File: config.mk
export PLATFORM = sky130hd
export DESIGN_NAME = pof_formatter
export DESIGN_NICKNAME = d
export VERILOG_FILES = /design/src/logic/pof_pkg.sv /design/src/logic/pof_luma.sv /design/src/logic/pof_formatter.sv
export SDC_FILE = /design/constraint.sdc
export NUM_CORES = 1
export LEC_CHECK = 0
export BUFFER_PORTS_ARGS = -buffer_cell sky130_fd_sc_hd__buf_2
export CELL_PAD_IN_SITES_DETAIL_PLACEMENT = 1
export CELL_PAD_IN_SITES_GLOBAL_PLACEMENT = 2
export CORE_MARGIN = 2
export CORE_UTILIZATION = 41
export DETAILED_ROUTE_END_ITERATION = 12
export PLACE_DENSITY = 0.95
export SETUP_SLACK_MARGIN = 0.1
export SLEW_MARGIN = 20
export SYNTH_ARGS = -nofsm -noshare
export SYNTH_HDL_FRONTEND = slang
export SYNTH_SLANG_ARGS = --single-unit
export TNS_END_PERCENT = 5
File: constraint.sdc
create_clock -name mclk_i -period 20.3 [get_ports mclk_i]
set_input_delay 4.06 -clock mclk_i [delete_from_list [all_inputs] [get_ports mclk_i]]
set_output_delay 4.06 -clock mclk_i [all_outputs]
set_load 0.02 [all_outputs]
File: src/logic/pof_pkg.sv
/*
  Shared constants and carrier types for the pixel output formatter.
  Assumes a single 100 MHz clock domain and a synchronous active-low reset.
*/
`default_nettype none
package pof_pkg;
  // coding selector identifiers
  localparam logic [7:0] POF_CODE_Y8   = 8'h00;
  localparam logic [7:0] POF_CODE_P12  = 8'h86;
  localparam logic [7:0] POF_CODE_G16  = 8'h05;
  localparam int         POF_SEL_W     = 8;
  localparam int         POF_PIX_W     = 12;
  localparam int         POF_BYTE_W    = 8;
  localparam int         POF_CHAN_W    = 8;
  // luma weights, scaled by 256 (77/150/29 sum to 256)
  localparam logic [7:0] POF_KR        = 8'h4d;
  localparam logic [7:0] POF_KG        = 8'h96;
  localparam logic [7:0] POF_KB        = 8'h1d;
  localparam int         POF_LUMA_SH   = 8;
  // field positions of a 12-bit pixel
  localparam int         POF_HI_MSB    = 11;
  localparam int         POF_HI_LSB    = 4;
  localparam int         POF_LO_MSB    = 3;
  localparam logic [3:0] POF_PAD_ZERO  = 4'h0;
  localparam logic [7:0] POF_BYTE_RST  = 8'h00;

  typedef struct packed {
    logic                  sof;
    logic [POF_CHAN_W-1:0] r;
    logic [POF_CHAN_W-1:0] g;
    logic [POF_CHAN_W-1:0] b;
    logic [POF_PIX_W-1:0]  grey;
  } pof_pix_s;

  typedef struct packed {
    logic                  sof;
    logic [POF_BYTE_W-1:0] data;
  } pof_byte_s;

  typedef enum logic [1:0] {
    POF_ST_IDLE = 2'b00,
    POF_ST_B1   = 2'b01,
    POF_ST_B2   = 2'b10
  } pof_state_e;
endpackage
`default_nettype wire

File: src/logic/pof_luma.sv
/*
  Luminance from interpolated RGB channels, registered one cycle.
  Assumes channels are already demosaiced upstream.
*/
`timescale 1ns/1ps
`default_nettype none
module pof_luma
  import pof_pkg::*;
#(
  parameter int CHAN_W = POF_CHAN_W
) (
  input  wire logic              mclk_i,
  input  wire logic              nrst_i,
  input  wire logic              ce_i,
  input  wire logic [CHAN_W-1:0] r_i,
  input  wire logic [CHAN_W-1:0] g_i,
  input  wire logic [CHAN_W-1:0] b_i,
  output logic      [CHAN_W-1:0] y_o
);
  logic [CHAN_W+9:0] sum;
  logic [CHAN_W-1:0] next_y;
  logic [CHAN_W-1:0] y;

  always_comb begin
    sum = (CHAN_W+10)'(r_i * POF_KR) + (CHAN_W+10)'(g_i * POF_KG) + (CHAN_W+10)'(b_i * POF_KB);
    // weights sum to 256, so the quotient never exceeds the channel range
    next_y = sum[POF_LUMA_SH +: CHAN_W];
  end

  always_ff @(posedge mclk_i) begin
    if (!nrst_i) begin
      y <= '0;
    end else if (ce_i) begin
      y <= next_y;
    end
  end

  assign y_o = y;
endmodule
`default_nettype wire

File: src/logic/pof_formatter.sv
/*
  Pixel output formatter: turns a pixel stream into host bytes in one of
  three codings picked by output_coding_selector_i.
  Assumes the downstream byte sink accepts one byte per enabled cycle and
  that a new pixel is offered only while pix_ready_o is high.
*/
`timescale 1ns/1ps
`default_nettype none
module pof_formatter
  import pof_pkg::*;
(
  input  wire logic                 mclk_i,
  input  wire logic                 nrst_i,
  input  wire logic                 ce_i,
  input  wire logic [POF_SEL_W-1:0] output_coding_selector_i,
  input  wire logic                 pix_valid_i,
  input  wire pof_pix_s             pix_i,
  output logic                      pix_ready_o,
  output logic                      byte_valid_o,
  output pof_byte_s                 byte_o,
  output logic                      coding_err_o
);
  ////////////////////////////////////////////////////////////////////////////
  logic [POF_CHAN_W-1:0] luma;
  logic                  y_valid;
  logic                  y_sof;
  logic                  next_y_valid;
  logic                  next_y_sof;

  pof_luma #(
    .CHAN_W (POF_CHAN_W)
  ) u_luma (
    .mclk_i (mclk_i),
    .nrst_i (nrst_i),
    .ce_i   (ce_i),
    .r_i    (pix_i.r),
    .g_i    (pix_i.g),
    .b_i    (pix_i.b),
    .y_o    (luma)
  );

  ////////////////////////////////////////////////////////////////////////////
  pof_state_e            state;
  pof_state_e            next_state;
  logic [POF_PIX_W-1:0]  even_pix;
  logic [POF_PIX_W-1:0]  next_even_pix;
  logic [POF_BYTE_W-1:0] hold_byte;
  logic [POF_BYTE_W-1:0] next_hold_byte;
  logic                  pair_odd;
  logic                  next_pair_odd;
  logic                  ready;
  logic                  next_ready;
  logic                  out_valid;
  logic                  next_out_valid;
  pof_byte_s             out_byte;
  pof_byte_s             next_out_byte;
  logic                  err;
  logic                  next_err;
  logic                  take;
  logic                  sel_y8;
  logic                  sel_p12;
  logic                  sel_g16;

  // selector decode and take strobe, shared by every group below
  always_comb begin
    sel_y8   = (output_coding_selector_i == POF_CODE_Y8);
    sel_p12  = (output_coding_selector_i == POF_CODE_P12);
    sel_g16  = (output_coding_selector_i == POF_CODE_G16);
    take     = pix_valid_i && ready;
    // an unknown coding drops pixels rather than emit a malformed stream
    next_err = !(sel_y8 || sel_p12 || sel_g16);
  end

  always_ff @(posedge mclk_i) begin
    if (!nrst_i) begin
      err <= 1'b0;
    end else if (ce_i) begin
      err <= next_err;
    end
  end

  ////////////////////////////////////////////////////////////////////////////
  // the luma stage is one register deep, so the valid and frame-start marks
  // ride one register beside it and meet the luma value at the output
  always_comb begin
    next_y_valid = 1'b0;
    next_y_sof   = y_sof;
    if (state == POF_ST_IDLE && take && sel_y8) begin
      next_y_valid = 1'b1;
      next_y_sof   = pix_i.sof;
    end
  end

  always_ff @(posedge mclk_i) begin
    if (!nrst_i) begin
      y_valid <= 1'b0;
      y_sof   <= 1'b0;
    end else if (ce_i) begin
      y_valid <= next_y_valid;
      y_sof   <= next_y_sof;
    end
  end

  ////////////////////////////////////////////////////////////////////////////
  // pair phase: leaving the packed coding clears it, so a later switch back
  // never pairs a stale even pixel with a new one
  always_comb begin
    next_pair_odd = pair_odd;
    next_even_pix = even_pix;
    if (state == POF_ST_IDLE) begin
      if (!sel_p12) begin
        next_pair_odd = 1'b0;
      end else if (take) begin
        // a frame start always opens a new pair
        if (!pair_odd || pix_i.sof) begin
          next_pair_odd = 1'b1;
          next_even_pix = pix_i.grey;
        end else begin
          next_pair_odd = 1'b0;
        end
      end
    end
  end

  always_ff @(posedge mclk_i) begin
    if (!nrst_i) begin
      pair_odd <= 1'b0;
      even_pix <= '0;
    end else if (ce_i) begin
      pair_odd <= next_pair_odd;
      even_pix <= next_even_pix;
    end
  end

  ////////////////////////////////////////////////////////////////////////////
  // byte sequencer: one byte per cycle, stalling intake for a trailing byte
  always_comb begin
    next_state     = state;
    next_hold_byte = hold_byte;
    next_out_valid = 1'b0;
    next_out_byte  = out_byte;
    next_ready     = ready;

    // luma path has one cycle of latency; the byte leaves right behind it
    if (y_valid) begin
      next_out_valid     = 1'b1;
      next_out_byte.sof  = y_sof;
      next_out_byte.data = luma;
    end

    case (state)
      POF_ST_IDLE: begin
        // an eight-bit grey pixel leaves through the luma group instead
        if (take && sel_p12) begin
          // a frame start always opens a new pair
          if (!pair_odd || pix_i.sof) begin
            next_out_valid     = 1'b1;
            next_out_byte.sof  = pix_i.sof;
            next_out_byte.data = pix_i.grey[POF_HI_MSB:POF_HI_LSB];
          end else begin
            next_out_valid     = 1'b1;
            next_out_byte.sof  = 1'b0;
            next_out_byte.data = {pix_i.grey[POF_LO_MSB:0], even_pix[POF_LO_MSB:0]};
            next_hold_byte     = pix_i.grey[POF_HI_MSB:POF_HI_LSB];
            next_ready         = 1'b0;
            next_state         = POF_ST_B2;
          end
        end else if (take && sel_g16) begin
          next_out_valid     = 1'b1;
          next_out_byte.sof  = pix_i.sof;
          next_out_byte.data = pix_i.grey[POF_BYTE_W-1:0];
          next_hold_byte     = {POF_PAD_ZERO, pix_i.grey[POF_PIX_W-1:POF_BYTE_W]};
          next_ready         = 1'b0;
          next_state         = POF_ST_B1;
        end
      end
      POF_ST_B1, POF_ST_B2: begin
        // second byte of a padded pixel or third byte of a packed pair
        next_out_valid     = 1'b1;
        next_out_byte.sof  = 1'b0;
        next_out_byte.data = hold_byte;
        next_ready         = 1'b1;
        next_state         = POF_ST_IDLE;
      end
      default: begin
        next_state = POF_ST_IDLE;
        next_ready = 1'b1;
      end
    endcase
  end

  always_ff @(posedge mclk_i) begin
    if (!nrst_i) begin
      state     <= POF_ST_IDLE;
      hold_byte <= POF_BYTE_RST;
      ready     <= 1'b1;
      out_valid <= 1'b0;
      out_byte  <= '0;
    end else if (ce_i) begin
      state     <= next_state;
      hold_byte <= next_hold_byte;
      ready     <= next_ready;
      out_valid <= next_out_valid;
      out_byte  <= next_out_byte;
    end
  end

  assign pix_ready_o  = ready;
  assign byte_valid_o = out_valid;
  assign byte_o       = out_byte;
  assign coding_err_o = err;
endmodule
`default_nettype wire

==> impl_metrics.py, run 1 <==
metrics = {
    "global_routing": {
        "grt_pass1_wl_um": 21800,
        "overflow": 0,
        "grt_max_degree": 46,
        "grt.total_usage_pct": 20.1,
        "grt_pass1_vias": 4530,
        "grt_antenna_before_repair": 0,
    },
    "synthesis": {
        "synthArstFlopShare_pct": 0,
        "avgSynthCellArea_um2": 9.15,
        "synth_enable_flop_cells": 0,
        "ys.flop_type": "dfxtp_1",
        "syn_nets": 755,
        "yosysWarnings": 0,
        "syn_area_um2": 5170,
        "syn_inst": 565,
        "synth-seq-cells": 37,
        "yosysSeqAreaShare_pct": 14.3,
        "synth_cell_type_count": 62,
    },
    "worst_setup_path": {
        "start_kind": "input pin",
        "path_cells": "buf_2, ha_1, ha_1, ha_1, inv_1, fa_1, inv_1, ha_1, nand2_1, o211ai_1, xor2_1, fa_1, fa_1, inv_1, fa_1, fa_1, inv_1, ha_1, nand2_1, nor2_1, a211oi_1, a2111oi_0, or3_1, a32o_1",
        "reg2reg_slack_ns": 18.25,
        "cp-end-kind": "register",
        "arrival_ns": 10.62,
        "worst-path-max-fanout": 6,
        "slowest_stage": "a211oi_1",
        "worstRegToRegCells": 6,
        "r2r-start": "state[0]",
        "timing.rr.end": "y_sof",
        "critPathMaxStageDelay_ns": 0.57,
        "cp.required_ns": 20.48,
        "worstSetupPathType": "input pin to register",
        "crit_path_start": "pix_i[23]",
    },
    "clocking": {
        "cts.sinks": 37,
        "htree_levels": 2,
        "cts_setup_buffers": 0,
        "cts_buffers": 5,
        "cts_hold_buf": 0,
        "cts_resized": 0,
        "cts_tree": "done",
        "clk_latency_ns": 0.28,
        "root_buffer": "clkbuf_16",
        "clk_pin_slew_worst_paths_ns": 0.06,
        "clk_path_buf_depth": 2,
    },
    "route": {
        "drt_wl_total_um": 13000,
        "drc_errors": 0,
        "drt-initial-drc-count": 158,
        "ant_nets": 0,
        "post_drt_wl_per_cell_um": 16.5,
        "dr.pass1.iters": 4,
        "viasPerCell": 5.32,
        "vias": 4187,
    },
    "pwr": {
        "peakVddDrop_mv": 0.114,
        "cellLeakagePower_uw": 0.00282,
        "p_comb_share_pct": 80.6,
        "swShare_pct": 52.2,
        "p_seq_share_pct": 9.2,
        "p_int_uw": 440,
        "p_sw_uw": 481,
        "p_per_area_nw_per_um2": 159,
        "clkPwrFrac_pct": 10.2,
    },
    "job": {
        "maxCapViolCount": 0,
    },
    "die": {
        "pin_count": 61,
        "fp.dieW_um": 116,
        "fp.dieArea_um2": 13500,
        "core.rowCount": 41,
        "die_h_um": 116,
        "initial_core_util_pct": 41.5,
        "core_um2": 12500,
    },
    "hold_path": {
        "hp-start": "u_luma.y_o[2]",
        "hold-path-cell-count": 2,
        "hold_class": "register to register",
        "holdPathEnd": "u_luma.y_o[2]",
    },
    "placement": {
        "placed_cell_area_um2": 5600,
        "io_buffer_count": 60,
        "hpwl_um": 11000,
        "gp_congestion": 0.838,
        "dp_worst_setup_slack_ns": 9.52,
        "place_inst": 779,
    },
    "sta": {
        "fin_setup_tns_ns": 0,
        "post-route-period-util_pct": 51.4,
        "setup_viol": 0,
        "slew_violations": 0,
        "finalHoldViolations": 0,
        "fmax_mhz": 95.7,
        "min_period_ns": 10.44,
        "maxSlewHeadroom_pct": 43.3,
        "worstMarginPinSlew_ns": 0.849,
        "rsz0062_at_grt": "false",
        "fin_skew_ns": 0.00501,
        "setup_ws_ns": 9.86,
    },
    "layout": {
        "multi_input_area_um2": 3970,
        "nets": 804,
        "postLayoutCellArea_um2": 5780,
        "antenna_cells": 0,
        "syn_to_final_growth_pct": 11.8,
        "stdcell_count": 787,
        "n_fill_cell": 1469,
        "seq_area_um2": 741,
        "final_layout_size_suffix_gt1_share_pct": 15.1,
    },
    "outcome": {
        "status": "complete, no violations",
    },
}
-- worst max-delay path: cells and delay by family --
kind | cells | cell delay [ns]
buf+inv | 5 | 0.33
xor+xnor | 1 | 0.24
fa+ha+maj | 10 | 4.03
compound gates | 4 | 1.32
simple gates | 4 | 0.66
-- area by class of cell --
type | count | share of cell area (%)
inverters | 99 | 6.43
clock inverters | 2 | 0.650
multi-input cells | 411 | 68.8
repair buffers | 60 | 5.20
well taps | 172 | 3.72
flip-flops and latches | 37 | 12.8
clock buffers | 6 | 2.40
-- state kept, by name (all words and copies together) (netlist names) --
| signal | cells |
|---|---|
| byte_o | 9 |
| pix_ready_o | 1 |
| u_luma.y_o | 8 |
| y_sof | 1 |
| even_pix | 4 |
| byte_valid_o | 1 |
| hold_byte | 8 |
| state | 2 |
| pair_odd | 1 |
| y_valid | 1 |
| coding_err_o | 1 |
-- stage by stage --
step	hold WS, ns	util, %	power, uW
after floorplan	0.425	-	650
after global placement	0.465	44.9	789
after detailed placement	0.462	44.9	832
after CTS	0.488	46.4	933
after global routing	0.522	46.4	1050
final	0.479	46.4	921
-- cells in the mapped netlist (3+ instances only) --
master      n  area (um2)
inv_1      99         372
ha_1       86        1080
fa_1       55        1100
dfxtp_1    37         741
a21oi_1    31         155
nor2_1     30         113
o21ai_0    27         135
mux2i_1    25         250
nand2_1    24        90.1
clkbuf_1   12        45.0
xor2_1     11        96.3
nand3_1    10        50.1
a22oi_1     7        52.6
o221a_2     7        78.8
a2bb2oi_1   6        52.6
nor3_1      6        30.0
a21o_1      5        37.5
nand2b_1    5        31.3
o211ai_1    5        37.5
a211oi_2    4        50.1
nand4_1     4        25.0
nor2b_1     4        25.0
o22ai_1     4        25.0
a211oi_1    3        22.5
a31oi_1     3        18.8
and2_1      3        18.8
buf_1       3        11.3
nand3b_1    3        22.5
nor3b_1     3        22.5
or2_2       3        18.8
or3_1       3        18.8
-- power by group through the flow --
stage,sequential [uW],combinational [uW],clock (uW)
after detailed placement,86.2,746,0
after CTS,84.7,754,94.6
after global placement,86.2,703,0
final,84.7,742,94.1
after floorplan,86.1,564,0
after global routing,85.3,865,97.0
-- layer usage --
layer  GRT usage (%)  wire, um  up-vias
met4            2.46        85        0
met3            2.13       291        9
met1            27.4      6000     2089
met2            35.5      6620       49
met5               0         0        -
li1                -         -     2040
-- logic make-up (layout without fill, tap and decap cells) --
group / count (synthesis) / after routing / synth area share (%)
AO/OA/AOI/OAI: 117 / 117 / 15.5
adder cells (fa/ha/maj): 141 / 141 / 42.1
multiplexers: 27 / 27 / 5.28
flip-flops: 37 / 37 / 14.3
buffers and inverters: 117 / 167 / 8.81
AND/OR/NAND/NOR: 113 / 113 / 11.7
XOR/XNOR: 13 / 13 / 2.20
-- worst max path at each step --
stage | depth (start not counted) | end
after floorplan | 23 | u_luma.y_o[6]
after global routing | 24 | u_luma.y_o[6]
after global placement | 24 | u_luma.y_o[6]
final | 24 | u_luma.y_o[6]
after detailed placement | 24 | u_luma.y_o[6]
after CTS | 24 | u_luma.y_o[6]
-- cell usage in the layout, fill, tap and decap left out, types with 4 or more instances in the layout --
master	instances
nor2b_1	4
xor2_1	11
a21o_1	5
o221a_2	7
o21ai_0	27
a211oi_2	4
fa_1	55
nand2_1	24
ha_1	86
nand2b_1	5
a2bb2oi_1	6
nand3_1	10
nor3_1	6
dfxtp_1	37
nor2_1	30
o22ai_1	4
o211ai_1	5
a21oi_1	31
a22oi_1	7
inv_1	99
nand4_1	4
clkbuf_16	5
mux2i_1	25
buf_2	60
Power figures use the tool's default switching activity.
==> run 2: changes to the inputs <==
- ABC_AREA: default -> 1
- CORE_UTILIZATION: 41 -> 35
- PLACE_DENSITY: 0.95 -> 0.89
- clock period: 20.3 -> 10.7 ns (I/O delays scaled with it)
==> run 2 against run 1 <==
  * Area after synthesis rose by 6.1%
  * Hold slack worse by 0.018 ns
  * Combinational power up 140%
  * Via count grew 16%
  * Die area increased by 23%
  * Total power increased by 120%
  * Global-route usage fell by 2.3 points
  * Cell count is 29% higher
==> impl_metrics.py, run 2 <==
metrics = {
    "sta": {
        "rsz0062_at_grt": "false",
        "fin_skew_ns": 0.00458,
        "post-route-period-util_pct": 71.8,
        "setup_ws_ns": 3.02,
        "slew_violations": 0,
        "fin_hold_ws_ns": 0.461,
        "maxSlewHeadroom_pct": 55.6,
        "fmax_mhz": 130,
        "min_period_ns": 7.68,
        "worstMarginPinSlew_ns": 0.661,
        "finalHoldViolations": 0,
        "fin_setup_tns_ns": 0,
        "setup_viol": 0,
    },
    "clocking": {
        "root_buffer": "clkbuf_16",
        "cts_buffers": 5,
        "cts.sinks": 37,
        "cts_tree": "done",
        "clk_path_buf_depth": 2,
        "clk_latency_ns": 0.28,
        "cts_resized": 0,
        "htree_levels": 2,
        "clk_pin_slew_worst_paths_ns": 0.06,
        "cts_hold_buf": 0,
        "cts_setup_buffers": 0,
    },
    "synthesis": {
        "ys.flop_type": "dfxtp_1",
        "avgSynthCellArea_um2": 7.31,
        "yosysSeqAreaShare_pct": 13.5,
        "synth_common_cells": "155 x inv_1, 150 x nand2_1, 86 x ha_1",
        "synth_enable_flop_cells": 0,
        "synth_top_family_by_area": "adder cells",
        "synthMuxAreaShare_pct": 0.821,
        "synth-compound-area-share_pct": 10.2,
        "syn_nets": 941,
        "synth_top_area_share_pct": 20.1,
        "synthArstFlopShare_pct": 0,
        "yosys-top-cells-area": "fa_1 20%, ha_1 20%, dfxtp_1 13%",
        "synth_top_area_cell": "fa_1",
        "synth_simple_gate_area_share_pct": 22.4,
        "synth_cell_type_count": 34,
        "syn_inst": 751,
        "syn_area_um2": 5490,
        "synth-seq-cells": 37,
        "synth_adder_area_share_pct": 39.7,
        "synth_xor_area_share_pct": 1.60,
        "yosysMostFrequentCell": "inv_1",
        "yosysWarnings": 0,
    },
    "layout": {
        "syn_to_final_growth_pct": 11.9,
        "seq_area_um2": 741,
        "postLayoutCellArea_um2": 6140,
        "stdcell_count": 1019,
        "antenna_cells": 0,
        "final_cell_mix": "155 x inv_1, 150 x nand2_1, 86 x ha_1",
        "n_fill_cell": 1958,
        "final_common_cell": "inv_1",
        "multi_input_area_um2": 4100,
        "nets": 997,
        "final_layout_size_suffix_gt1_share_pct": 11.6,
        "largest_reg_flops": 9,
    },
    "outcome": {
        "status": "complete, no violations",
    },
    "global_routing": {
        "gr-usage-met3_pct": 1.73,
        "overflow": 0,
        "met1_usage_pct": 23.0,
        "grt_antenna_before_repair": 0,
        "grt_pass1_vias": 5090,
        "grt_pass1_wl_um": 24000,
        "grt.total_usage_pct": 17.8,
        "gr-usage-met2_pct": 32.5,
        "busiest_layer": "met2",
        "grt_max_degree": 32,
    },
    "die": {
        "die_h_um": 129,
        "fp.dieW_um": 129,
        "core.rowCount": 45,
        "initial_core_util_pct": 36.0,
        "core_um2": 15300,
        "fp.dieArea_um2": 16700,
        "pin_count": 61,
    },
    "hold_path": {
        "hold_class": "register to register",
        "hp-start": "y_sof",
        "hold-path-cell-count": 2,
    },
    "route": {
        "post_drt_wl_per_cell_um": 13.9,
        "drt_wl_total_um": 14200,
        "viasPerCell": 4.78,
        "ant_nets": 0,
        "drt-initial-drc-count": 157,
        "drc_errors": 0,
        "vias": 4875,
        "dr.pass1.iters": 4,
    },
    "placement": {
        "gp_congestion": 0.851,
        "hpwl_um": 12300,
        "dp_worst_setup_slack_ns": 2.71,
        "placed_cell_area_um2": 6000,
        "place_inst": 1011,
        "io_buffer_count": 60,
    },
    "job": {
        "maxCapViolCount": 0,
    },
    "worst_setup_path": {
        "worstSetupPathType": "input pin to register",
        "arrival_ns": 7.85,
        "r2r-start": "state[0]",
        "start_kind": "input pin",
        "cp.required_ns": 10.87,
        "worst-path-max-fanout": 5,
        "cp-end-kind": "register",
        "worstRegToRegCells": 8,
        "crit_path_start": "pix_i[24]",
    },
    "pwr": {
        "cellLeakagePower_uw": 0.00333,
        "peakVddDrop_mv": 0.205,
        "p_per_area_nw_per_um2": 336,
    },
}
[run 2: cell count changes after synthesis, sizes merged, moves of 5 or more]
cell,delta
nor2,+36
a2bb2oi,-6
a22oi,-6
o221a,-7
xor2,-7
inv,+59
mux2i,-25
o21ai,+24
nand2b,-5
a211oi,-7
nand3,+29
nand2,+136
nor3,-7
a21oi,+20
[run 2: final cells by class]
class,instances,share of cell area [%]
well taps,211,4.30
clock inverters,2,0.163
inverters,160,9.78
repair buffers,60,4.89
clock buffers,6,2.10
flip-flops and latches,37,12.1
multi-input cells,543,66.7
[run 2: path summary, 6_finish.rpt]
| kind | end | slack [ns] |
|---|---|---|
| worst max-delay path | u_luma.y_o[6] | 3.02 |
| worst min-delay path | y_sof | 0.46 |
| worst max register to register | byte_o[1] | 8.97 |
| worst min register to register | y_sof | 0.46 |
[run 2: cells by family after synthesis]
| group | after synthesis |
|---|---|
| simple gates | 279 |
| buf+inv | 171 |
| fa+ha+maj | 141 |
| compound gates | 109 |
| flops | 37 |
| xor+xnor | 10 |
| mux | 4 |
[run 2: layer usage]
layer  vias up  wire length (um)
met1      2323              6670
met4         0               174
met5         -                 0
li1       2469                 -
met3        15               344
met2        68              6960
[run 2: through the flow]
step | utilization, % | total power, uW
after global routing | 40.3 | 2410
after global placement | 39.3 | 1900
after detailed placement | 39.3 | 1940
after CTS | 40.3 | 2100
final | 40.3 | 2060
after floorplan | - | 1510
[run 2: worst max-delay path, stage by stage]
cell,delay (ns)
buf_2,0.13
ha_1,0.29
ha_1,0.28
inv_1,0.05
fa_1,0.52
inv_1,0.05
fa_1,0.45
ha_1,0.38
xnor2_1,0.25
fa_1,0.48
fa_1,0.51
inv_1,0.05
fa_1,0.47
fa_1,0.55
inv_1,0.04
ha_1,0.35
nand2_1,0.13
o21ai_0,0.28
a21oi_1,0.13
nand3_1,0.11
nand2_1,0.06
nor2_1,0.11
nor2_1,0.04
[run 2: power by group]
part | total, uW | internal [uW] | switching [uW]
clock network | 143 | 85.6 | 57.7
registers | 160 | 153 | 6.51
logic | 1760 | 649 | 1110
